[config.mk]
export PLATFORM = sky130hd
export DESIGN_NAME = gpio_ports_b_to_e_pinmux
export DESIGN_NICKNAME = d
export VERILOG_FILES = /design/src/gpio_pinmux_pkg.sv /design/src/gpio_ports_b_to_e_pinmux.sv
export SDC_FILE = /design/constraint.sdc
export NUM_CORES = 1
export LEC_CHECK = 0
export BUFFER_PORTS_ARGS = -buffer_cell sky130_fd_sc_hd__buf_2
export CORE_MARGIN = 5
export CORE_UTILIZATION = 59
export CTS_CLUSTER_DIAMETER = 50
export DETAILED_ROUTE_END_ITERATION = 8
export PLACE_DENSITY = 0.87
export SKIP_LAST_GASP = 1
export SYNTH_ARGS = -nofsm -noshare
export SYNTH_HDL_FRONTEND = slang
export SYNTH_SLANG_ARGS = --single-unit
[constraint.sdc]
create_clock -name core_clk -period 3.5 [get_ports core_clk]
set_clock_uncertainty 0.2 [all_clocks]
set_input_delay 0.7 -clock core_clk [delete_from_list [all_inputs] [get_ports core_clk]]
set_output_delay 0.7 -clock core_clk [all_outputs]
set_load 0.01 [all_outputs]
[src/gpio_pinmux_pkg.sv]
// Purpose: Shared constants and carrier types for the B/C/D/E pin mux.
// Assumes: APB with 32-bit data, one aligned word per register.
// Notes:   Index 0..3 of every per-port array stands for ports B..E.
package gpio_pinmux_pkg;

    // ------------------------------------------------------------------
    // Register map
    // ------------------------------------------------------------------
    localparam logic [31:0] ADDR_B_SEL = 32'h5600_0010;
    localparam logic [31:0] ADDR_B_DAT = 32'h5600_0014;
    localparam logic [31:0] ADDR_B_PUD = 32'h5600_0018;
    localparam logic [31:0] ADDR_B_RSV = 32'h5600_001c;
    localparam logic [31:0] ADDR_C_SEL = 32'h5600_0020;
    localparam logic [31:0] ADDR_C_DAT = 32'h5600_0024;
    localparam logic [31:0] ADDR_C_PUD = 32'h5600_0028;
    localparam logic [31:0] ADDR_C_RSV = 32'h5600_002c;
    localparam logic [31:0] ADDR_D_SEL = 32'h5600_0030;
    localparam logic [31:0] ADDR_D_DAT = 32'h5600_0034;
    localparam logic [31:0] ADDR_D_PUD = 32'h5600_0038;
    localparam logic [31:0] ADDR_D_RSV = 32'h5600_003c;
    localparam logic [31:0] ADDR_E_SEL = 32'h5600_0040;
    localparam logic [31:0] ADDR_E_DAT = 32'h5600_0044;
    localparam logic [31:0] ADDR_E_PUD = 32'h5600_0048;
    localparam logic [31:0] ADDR_E_RSV = 32'h5600_004c;

    // Register kind inside a port's four words
    localparam logic [1:0] KIND_SEL = 2'h0;
    localparam logic [1:0] KIND_DAT = 2'h1;
    localparam logic [1:0] KIND_PUD = 2'h2;
    localparam logic [1:0] KIND_RSV = 2'h3;

    localparam logic [1:0] PORT_B = 2'h0;
    localparam logic [1:0] PORT_C = 2'h1;
    localparam logic [1:0] PORT_D = 2'h2;
    localparam logic [1:0] PORT_E = 2'h3;

    // ------------------------------------------------------------------
    // Field codes, masks, resets
    // ------------------------------------------------------------------
    localparam logic [1:0] CODE_INPUT  = 2'h0;
    localparam logic [1:0] CODE_OUTPUT = 2'h1;
    localparam logic [1:0] CODE_ALT_A  = 2'h2;
    localparam logic [1:0] CODE_ALT_B  = 2'h3;

    localparam logic [3:0][31:0] SEL_MASK = {
        32'hffff_ffff, 32'hffff_ffff, 32'hffff_ffff, 32'h003f_ffff};
    localparam logic [3:0][15:0] PIN_MASK = {
        16'hffff, 16'hffff, 16'hffff, 16'h07ff};
    localparam logic [3:0][31:0] SEL_RESET = '0;
    localparam logic [3:0][15:0] DAT_RESET = '0;
    localparam logic [3:0][15:0] PUD_RESET = {
        16'h0000, 16'hf000, 16'h0000, 16'h0000};

    // ------------------------------------------------------------------
    // Carriers
    // ------------------------------------------------------------------
    typedef struct packed {
        logic [31:0] paddr;
        logic        pwrite;
        logic [31:0] pwdata;
        logic        psel;
        logic        penable;
    } apb_req_t;

    typedef struct packed {
        logic [31:0] prdata;
        logic        pready;
        logic        pslverr;
    } apb_rsp_t;

    typedef struct packed {
        logic [15:0] out;
        logic [15:0] oe;
        logic [15:0] pullup_en;
    } pad_t;

endpackage : gpio_pinmux_pkg

[src/gpio_ports_b_to_e_pinmux.sv]
// Purpose: Pin function select, data and pull-up control, ports B to E.
// Assumes: One clock; pad inputs are asynchronous and are synchronised.
// Notes:   Port E carries plain input/output only; its alternates live
//          elsewhere, so codes 10 and 11 leave an E pin as an input.
`timescale 1ns/1ns
`default_nettype none

module gpio_ports_b_to_e_pinmux (
    input  wire logic                      core_clk,
    input  wire logic                      rst_n,
    input  wire gpio_pinmux_pkg::apb_req_t apb_req,
    output var  gpio_pinmux_pkg::apb_rsp_t apb_rsp,

    input  wire logic [3:0][15:0]          pad_in,

    output var  gpio_pinmux_pkg::pad_t     pad_b,
    output var  gpio_pinmux_pkg::pad_t     pad_c,
    output var  gpio_pinmux_pkg::pad_t     pad_d,
    output var  gpio_pinmux_pkg::pad_t     pad_e,

    output logic                           ext_dma_request_0_n,
    input  wire logic                      ext_dma_ack_0_n,
    output logic                           ext_dma_request_1_n,
    input  wire logic                      ext_dma_ack_1_n,
    output logic                           ext_bus_request_n,
    input  wire logic                      ext_bus_grant_n,

    output logic                           timer_ext_clock_0,
    input  wire logic [3:0]                timer_output,

    input  wire logic [23:0]               lcd_pixel_data,
    input  wire logic                      lcd_panel_reverse_inv,
    input  wire logic                      lcd_panel_reverse,
    input  wire logic                      lcd_panel_output_enable,
    input  wire logic                      lcd_ac_bias,
    output logic                           audio_serial_data_in,
    input  wire logic                      lcd_frame_sync,
    input  wire logic                      lcd_line_sync,
    input  wire logic                      lcd_pixel_clock,
    input  wire logic                      lcd_line_end,

    output logic                           spi_slave_select_0_n,
    output logic                           spi_slave_select_1_n,

    input  wire logic                      spi_ch1_clock_out,
    input  wire logic                      spi_ch1_clock_oe,
    output logic                           spi_ch1_clock_in,
    input  wire logic                      spi_ch1_master_out_out,
    input  wire logic                      spi_ch1_master_out_oe,
    output logic                           spi_ch1_master_out_in,
    input  wire logic                      spi_ch1_master_in_out,
    input  wire logic                      spi_ch1_master_in_oe,
    output logic                           spi_ch1_master_in_in
);

    // ------------------------------------------------------------------
    // State
    // ------------------------------------------------------------------
    typedef struct packed {
        // Software-visible registers
        logic [3:0][31:0] sel;
        logic [3:0][15:0] dat;
        logic [3:0][15:0] pud;

        // Two-stage pad synchroniser
        logic [3:0][15:0] sync1;
        logic [3:0][15:0] sync2;

        // Bus answer, captured in setup
        logic [31:0]      prdata;
        logic             slverr;
    } state_t;

    state_t state_q;
    state_t state_d;

    // ------------------------------------------------------------------
    // Helpers
    // ------------------------------------------------------------------
    // Returns {hit, port, kind}; anything outside the sixteen words misses
    function automatic logic [4:0] decode(input logic [31:0] a);
        unique case (a)
            gpio_pinmux_pkg::ADDR_B_SEL: decode = 5'h10;
            gpio_pinmux_pkg::ADDR_B_DAT: decode = 5'h11;
            gpio_pinmux_pkg::ADDR_B_PUD: decode = 5'h12;
            gpio_pinmux_pkg::ADDR_B_RSV: decode = 5'h13;

            gpio_pinmux_pkg::ADDR_C_SEL: decode = 5'h14;
            gpio_pinmux_pkg::ADDR_C_DAT: decode = 5'h15;
            gpio_pinmux_pkg::ADDR_C_PUD: decode = 5'h16;
            gpio_pinmux_pkg::ADDR_C_RSV: decode = 5'h17;

            gpio_pinmux_pkg::ADDR_D_SEL: decode = 5'h18;
            gpio_pinmux_pkg::ADDR_D_DAT: decode = 5'h19;
            gpio_pinmux_pkg::ADDR_D_PUD: decode = 5'h1a;
            gpio_pinmux_pkg::ADDR_D_RSV: decode = 5'h1b;

            gpio_pinmux_pkg::ADDR_E_SEL: decode = 5'h1c;
            gpio_pinmux_pkg::ADDR_E_DAT: decode = 5'h1d;
            gpio_pinmux_pkg::ADDR_E_PUD: decode = 5'h1e;
            gpio_pinmux_pkg::ADDR_E_RSV: decode = 5'h1f;
            default:                     decode = 5'h00;
        endcase
    endfunction : decode

    function automatic logic [1:0] code_of(input logic [31:0] sel,
                                           input int          pin);
        code_of = sel[2*pin +: 2];
    endfunction : code_of

    // Output pins read their latch; all others read the synchronised pad.
    // An alternate pin therefore reads the pad level, which software
    // must treat as meaningless.
    function automatic logic [15:0] read_dat(input logic [31:0] sel,
                                             input logic [15:0] dat,
                                             input logic [15:0] pin);
        read_dat = pin;

        for (int i = 0; i < 16; i++) begin
            if (code_of(sel, i) == gpio_pinmux_pkg::CODE_OUTPUT) begin
                read_dat[i] = dat[i];
            end
        end
    endfunction : read_dat

    // ------------------------------------------------------------------
    // Next state and APB slave
    // ------------------------------------------------------------------
    logic [4:0] dec;
    logic [1:0] dport;
    logic [1:0] dkind;

    always_comb begin
        state_d       = state_q;

        // Only the second stage is read by any logic
        state_d.sync1 = pad_in;
        state_d.sync2 = state_q.sync1;

        dec   = decode(apb_req.paddr);
        dport = dec[3:2];
        dkind = dec[1:0];

        // Read data is captured in setup so prdata comes from a flop
        if (apb_req.psel && !apb_req.penable) begin
            // Unmapped words answer with an error
            state_d.slverr = !dec[4];
            state_d.prdata = '0;
            if (dec[4]) begin
                unique case (dkind)
                    gpio_pinmux_pkg::KIND_SEL:
                        state_d.prdata = state_q.sel[dport];
                    gpio_pinmux_pkg::KIND_DAT:
                        state_d.prdata = {16'h0000,
                            read_dat(state_q.sel[dport],
                                     state_q.dat[dport],
                                     state_q.sync2[dport])
                            & gpio_pinmux_pkg::PIN_MASK[dport]};
                    gpio_pinmux_pkg::KIND_PUD:
                        state_d.prdata = {16'h0000, state_q.pud[dport]};
                    gpio_pinmux_pkg::KIND_RSV:
                        state_d.prdata = '0;
                endcase
            end
        end

        // Writes land only in the access cycle
        if (apb_req.psel && apb_req.penable && apb_req.pwrite && dec[4]) begin
            unique case (dkind)
                gpio_pinmux_pkg::KIND_SEL:
                    state_d.sel[dport] = apb_req.pwdata
                        & gpio_pinmux_pkg::SEL_MASK[dport];
                gpio_pinmux_pkg::KIND_DAT:
                    state_d.dat[dport] = apb_req.pwdata[15:0]
                        & gpio_pinmux_pkg::PIN_MASK[dport];
                gpio_pinmux_pkg::KIND_PUD:
                    state_d.pud[dport] = apb_req.pwdata[15:0]
                        & gpio_pinmux_pkg::PIN_MASK[dport];
                gpio_pinmux_pkg::KIND_RSV: ;
            endcase
        end
    end

    // Data latches take a plain zero at reset; software may not count on it
    always_ff @(posedge core_clk or negedge rst_n) begin
        if (!rst_n) begin
            state_q.sel    <= gpio_pinmux_pkg::SEL_RESET;
            state_q.dat    <= gpio_pinmux_pkg::DAT_RESET;
            state_q.pud    <= gpio_pinmux_pkg::PUD_RESET;
            state_q.sync1  <= '0;
            state_q.sync2  <= '0;

            state_q.prdata <= '0;
            state_q.slverr <= 1'b0;
        end else begin
            state_q <= state_d;
        end
    end

    // Zero wait states: every access completes in its first access cycle
    always_comb begin
        apb_rsp.prdata  = state_q.prdata;
        apb_rsp.pready  = 1'b1;
        apb_rsp.pslverr = state_q.slverr;
    end

    // ------------------------------------------------------------------
    // Alternate function tables
    // ------------------------------------------------------------------
    logic [3:0][15:0] alt_a_out;
    logic [3:0][15:0] alt_a_oe;
    logic [3:0][15:0] alt_b_out;
    logic [3:0][15:0] alt_b_oe;

    always_comb begin
        alt_a_out = '0;
        alt_a_oe  = '0;
        alt_b_out = '0;
        alt_b_oe  = '0;

        // Port B: input-only alternates keep the driver off
        alt_a_out[0][9]   = ext_dma_ack_0_n;
        alt_a_out[0][7]   = ext_dma_ack_1_n;
        alt_a_out[0][5]   = ext_bus_grant_n;
        alt_a_out[0][3:0] = timer_output;
        alt_a_oe[0]       = 16'h02af;

        // Port C
        alt_a_out[1][15:8] = lcd_pixel_data[7:0];
        alt_a_out[1][7]    = lcd_panel_reverse_inv;
        alt_a_out[1][6]    = lcd_panel_reverse;
        alt_a_out[1][5]    = lcd_panel_output_enable;
        alt_a_out[1][4]    = lcd_ac_bias;
        alt_a_out[1][3]    = lcd_frame_sync;
        alt_a_out[1][2]    = lcd_line_sync;
        alt_a_out[1][1]    = lcd_pixel_clock;
        alt_a_out[1][0]    = lcd_line_end;
        alt_a_oe[1]        = 16'hffff;

        // Port D
        alt_a_out[2]  = lcd_pixel_data[23:8];
        alt_a_oe[2]   = 16'hffff;

        alt_b_out[2][10] = spi_ch1_clock_out;
        alt_b_oe[2][10]  = spi_ch1_clock_oe;
        alt_b_out[2][9]  = spi_ch1_master_out_out;
        alt_b_oe[2][9]   = spi_ch1_master_out_oe;
        alt_b_out[2][8]  = spi_ch1_master_in_out;
        alt_b_oe[2][8]   = spi_ch1_master_in_oe;
    end

    // ------------------------------------------------------------------
    // Pad drive
    // ------------------------------------------------------------------
    wire [3:0][15:0] drv_out;
    wire [3:0][15:0] drv_oe;

    genvar gp;
    genvar gi;

    generate
        for (gp = 0; gp < 4; gp++) begin : g_port
            for (gi = 0; gi < 16; gi++) begin : g_pin
                // Pins past the port width stay undriven
                logic [1:0] code;
                logic       used;
                assign code = code_of(state_q.sel[gp], gi);
                assign used = gpio_pinmux_pkg::PIN_MASK[gp][gi];
                // Code 11 without a listed function has no driver
                assign drv_out[gp][gi] = !used ? 1'b0 :
                    (code == gpio_pinmux_pkg::CODE_OUTPUT) ?
                        state_q.dat[gp][gi] :
                    (code == gpio_pinmux_pkg::CODE_ALT_A) ?
                        alt_a_out[gp][gi] :
                    (code == gpio_pinmux_pkg::CODE_ALT_B) ?
                        alt_b_out[gp][gi] : 1'b0;
                assign drv_oe[gp][gi] = used &&
                    ((code == gpio_pinmux_pkg::CODE_OUTPUT) ||
                     (code == gpio_pinmux_pkg::CODE_ALT_A
                         && alt_a_oe[gp][gi]) ||
                     (code == gpio_pinmux_pkg::CODE_ALT_B
                         && alt_b_oe[gp][gi]));
            end
        end
    endgenerate

    // Pull-ups follow only their own bit, whatever the function
    always_comb begin
        // Port B bits past pin 10 never pull up
        pad_b.out       = drv_out[0];
        pad_b.oe        = drv_oe[0];
        pad_b.pullup_en = ~state_q.pud[0]
                        & gpio_pinmux_pkg::PIN_MASK[0];

        pad_c.out       = drv_out[1];
        pad_c.oe        = drv_oe[1];
        pad_c.pullup_en = ~state_q.pud[1];

        pad_d.out       = drv_out[2];
        pad_d.oe        = drv_oe[2];
        pad_d.pullup_en = ~state_q.pud[2];

        pad_e.out       = drv_out[3];
        pad_e.oe        = drv_oe[3];
        pad_e.pullup_en = ~state_q.pud[3];
    end

    // ------------------------------------------------------------------
    // Inputs routed to peripherals
    // ------------------------------------------------------------------
    // Deselected inputs sit at their idle level so peripherals never see
    // a stray request from a pin that serves another purpose.
    always_comb begin
        // Port B: DMA, bus and timer inputs
        ext_dma_request_0_n = (code_of(state_q.sel[0], 10)
            == gpio_pinmux_pkg::CODE_ALT_A) ? state_q.sync2[0][10]
            : 1'b1;

        ext_dma_request_1_n = (code_of(state_q.sel[0], 8)
            == gpio_pinmux_pkg::CODE_ALT_A) ? state_q.sync2[0][8]
            : 1'b1;

        ext_bus_request_n = (code_of(state_q.sel[0], 6)
            == gpio_pinmux_pkg::CODE_ALT_A) ? state_q.sync2[0][6]
            : 1'b1;

        timer_ext_clock_0 = (code_of(state_q.sel[0], 4)
            == gpio_pinmux_pkg::CODE_ALT_A) && state_q.sync2[0][4];

        // Port C: audio data in
        audio_serial_data_in = (code_of(state_q.sel[1], 4)
            == gpio_pinmux_pkg::CODE_ALT_B) && state_q.sync2[1][4];

        // Port D: SPI selects and channel 1
        spi_slave_select_0_n = (code_of(state_q.sel[2], 15)
            == gpio_pinmux_pkg::CODE_ALT_B) ? state_q.sync2[2][15]
            : 1'b1;

        spi_slave_select_1_n = (code_of(state_q.sel[2], 14)
            == gpio_pinmux_pkg::CODE_ALT_B) ? state_q.sync2[2][14]
            : 1'b1;

        spi_ch1_clock_in = (code_of(state_q.sel[2], 10)
            == gpio_pinmux_pkg::CODE_ALT_B) && state_q.sync2[2][10];

        spi_ch1_master_out_in = (code_of(state_q.sel[2], 9)
            == gpio_pinmux_pkg::CODE_ALT_B) && state_q.sync2[2][9];

        spi_ch1_master_in_in = (code_of(state_q.sel[2], 8)
            == gpio_pinmux_pkg::CODE_ALT_B) && state_q.sync2[2][8];
    end

endmodule : gpio_ports_b_to_e_pinmux

`default_nettype wire

==> results.cfg <==
[yosys]
postSynthAreaPerCell_sq_um = 10.4
yosysUniqueCellTypes = 64
ys_seq_area_frac = 0.518
synth_cells = 1883
ys_seq_elements = 405
synth_top_cell_by_area = dfrtp_1
synth.area.top_cells = dfrtp_1, mux2_2, nand2_1
synth_area_sq_um = 19600
synth_edf_count = 0
yosysWarnings = 0
async_flop_share = 1.00
netlist.area_leader.share = 0.513
ys.flop_type = dfrtp_1

[placed_design]
place_congestion = 0.921
place_area_sq_um = 22700
post-dp-hpwl_mm = 48.0
port-buffer-count = 393
place_ws_ns = -0.194

[power]
clock_power_share = 0.496
p_switching_mw = 2.28
switching_share = 0.224
powerDensity_nw_per_um2 = 419
p_int_mw = 7.90
power_frac_seq = 0.470
power_frac_comb = 0.034
leakage_nw = 12.2
ir_drop_uv = 429

[timing]
fin_crit_ns = 3.23
tightest_slew_ns = 1.10
fin_ws_ns = 0.265
slew_headroom = 0.261
fmax_ghz = 0.309
hold_viol = 0
hold_ws_ns = 0.0442
setup_tns_ns = 0
slew_viol_final = 0
rsz0062_at_grt = no
fin_crit_sh = 0.924
finalSetupViolations = 0

[final_layout]
area_delta_synth_final_pct = 24.1
final_core_util = 0.744
most-common-layout-cells = dfrtp_1, buf_2, nand2_1, inv_1, mux2_2
fillers = 2173
finish.instance_area_sq_um = 24300
layout.nets = 2585
drive_gt1_frac = 0.343
final_common_cell = dfrtp_1

[worst_setup_path]
crit_family = simple AND/OR/NAND/NOR gates
crit_chain = buf_2 > nor4_2 > and4b_1 > and4_2 > buf_12 > o211ai_1 > a211oi_1 > mux2_2 > o21ai_0 > a21oi_1
path_max_fanout = 13
cp-end-kind = register
startpoint_type = input pin
crit_arrival_ns = 3.46
worst_path_max_delay_cell = nor4_2
cp.required_ns = 3.73
slowest_delay_ns = 0.45
worst-setup-path-type = in -> reg
crit_buf_inv = 2

[die]
dieArea_sq_um = 36900
fp.dieH_microns = 192
coreArea_sq_um = 32600
dieWidth_microns = 192
ioPinCount = 414
rows = 66
start_util = 0.600

[min_path]
hp-class = in -> reg

[clock_network]
clkLatencyLatePin_ns = 0.56
clk_pin_slew_worst_paths_ns = 0.06
htreeDepth = 2
post_cts_buffers = 0
root_buffer = clkbuf_16
cts_tree = done
clock-sinks = 405
numCtsBuffers = 46
clock_path_buffers = 3

[routing]
drt-total-wl_mm = 67.0
drc = 0
drtAntennaViolNets = 0
detail_route.iter0.violations = 1624
vias_per_cell = 6.01
drt_first_pass_iters = 7
wl_per_cell_microns = 23.9
dr_total_vias = 16900

[global_routing]
grt_max_degree = 80
antenna_found_initial = 4
grt_pass1_wl_mm = 101
grt-ovfl-total = 0
first_global_vias = 17700
grtUsageTotal = 0.361

[flow_run]
cap_violations = 0

[outcome]
status = complete, no violations
through the flow:
step                cells  power [mW]
CTS                  2800        10.2
global route         2801        10.4
detailed placement   2716        5.20
floorplan            1897        4.93
global placement     2716        5.19
finish               2803        10.2
worst reg2reg max path, cell delays in order, from the launching register on:
cell      delay [ns]
dfrtp_1         0.41
nand3_1         0.11
o211ai_1        0.14
a211oi_1        0.40
mux2_2          0.40
o21ai_0         0.28
a21oi_1         0.11
final timing paths:
kind / start / cells after the start / to / slack, ns
min in group asynchronous: rst_n / 2 / g_port[1].g_pin[8].code[1]$_DFFE_PN0P_ / 0.55
max in group asynchronous: rst_n / 3 / state_q[225]$_DFFE_PN0P_ / 1.75
min reg2reg: state_d[38]$_DFF_PN0_ / 0 / state_q[38]$_DFF_PN0_ / 0.15
min: pad_in[26] / 1 / state_d[59]$_DFF_PN0_ / 0.04
max: apb_req[46] / 10 / apb_rsp[17]$_DFFE_PN0P_ / 0.27
max reg2reg: g_port[3].g_pin[15].code[1]$_DFFE_PN0P_ / 6 / apb_rsp[17]$_DFFE_PN0P_ / 1.34
power by group through the flow:
| stage | sequential (mW) | clock [mW] | combinational [mW] |
|---|---|---|---|
| final | 4.78 | 5.05 | 0.344 |
| after global routing | 4.79 | 5.25 | 0.378 |
| after CTS | 4.78 | 5.05 | 0.344 |
| after detailed placement | 4.86 | 0 | 0.339 |
| after global placement | 4.86 | 0 | 0.331 |
| after floorplan | 4.85 | 0 | 0.0810 |
cell usage after synthesis, types with 3 or more instances:
master,number
dfrtp_1,401
nand2_1,300
inv_1,178
mux2_2,176
o21ai_0,175
ha_1,84
clkbuf_1,59
buf_4,53
o211ai_1,44
nor2b_1,42
buf_2,40
mux2i_1,36
a21oi_1,35
nand3_1,32
nor2_1,28
a31oi_1,25
and2_1,24
a211oi_1,20
o221ai_1,11
o31ai_1,9
a32o_1,8
and3_1,7
a22oi_1,6
nand4_1,6
nor4_1,6
and4_1,5
nand2b_1,5
nor3_1,5
a2bb2oi_1,4
dfstp_2,4
mux2_1,4
o22ai_1,4
a211o_1,3
nand4b_1,3
state kept, by name (all words and copies together) (netlist names):
register,flops
apb_rsp,33
g_port.g_pin.code,128
state_d,60
state_q,184
routing by layer:
metal / track usage / up-vias / wire length (microns) / part of all wire
li1: - / 7208 / - / -
met1: 0.467 / 8251 / 25100 / 0.37
met2: 0.581 / 1131 / 31200 / 0.47
met3: 0.0800 / 260 / 7080 / 0.11
met4: 0.172 / 2 / 3640 / 0.054
met5: 0 / - / 14 / 0.00021
cell type report:
class / count / area [sq um] / share of cell area
Clock inverter: 19 / 270 / 0.0111
Antenna cell: 3 / 7.51 / 0.000309
Clock buffer: 64 / 1320 / 0.0544
Tap cell: 442 / 553 / 0.0228
Inverter: 178 / 668 / 0.0275
Timing Repair Buffer: 531 / 3290 / 0.136
Multi-Input combinational cell: 1161 / 8020 / 0.330
Sequential cell: 405 / 10100 / 0.418
kinds of logic after synthesis:
logic type / Yosys count / synth area share
DFF: 405 / 0.518
adders and majority gates: 84 / 0.0537
muxes: 216 / 0.122
AOI/OAI and AO/OA: 360 / 0.113
buffers and inverters: 331 / 0.0763
xor gates and xnor gates: 2 / 0.000896
and+or+nand+nor: 483 / 0.115
other: 2 / 0.000384
repair_timing:
action,4_1_cts,5_1_grt
resized for setup,0,0
hold endpoints to repair,71,0
hold buffers,1,0
Power figures use the tool's default switching activity.
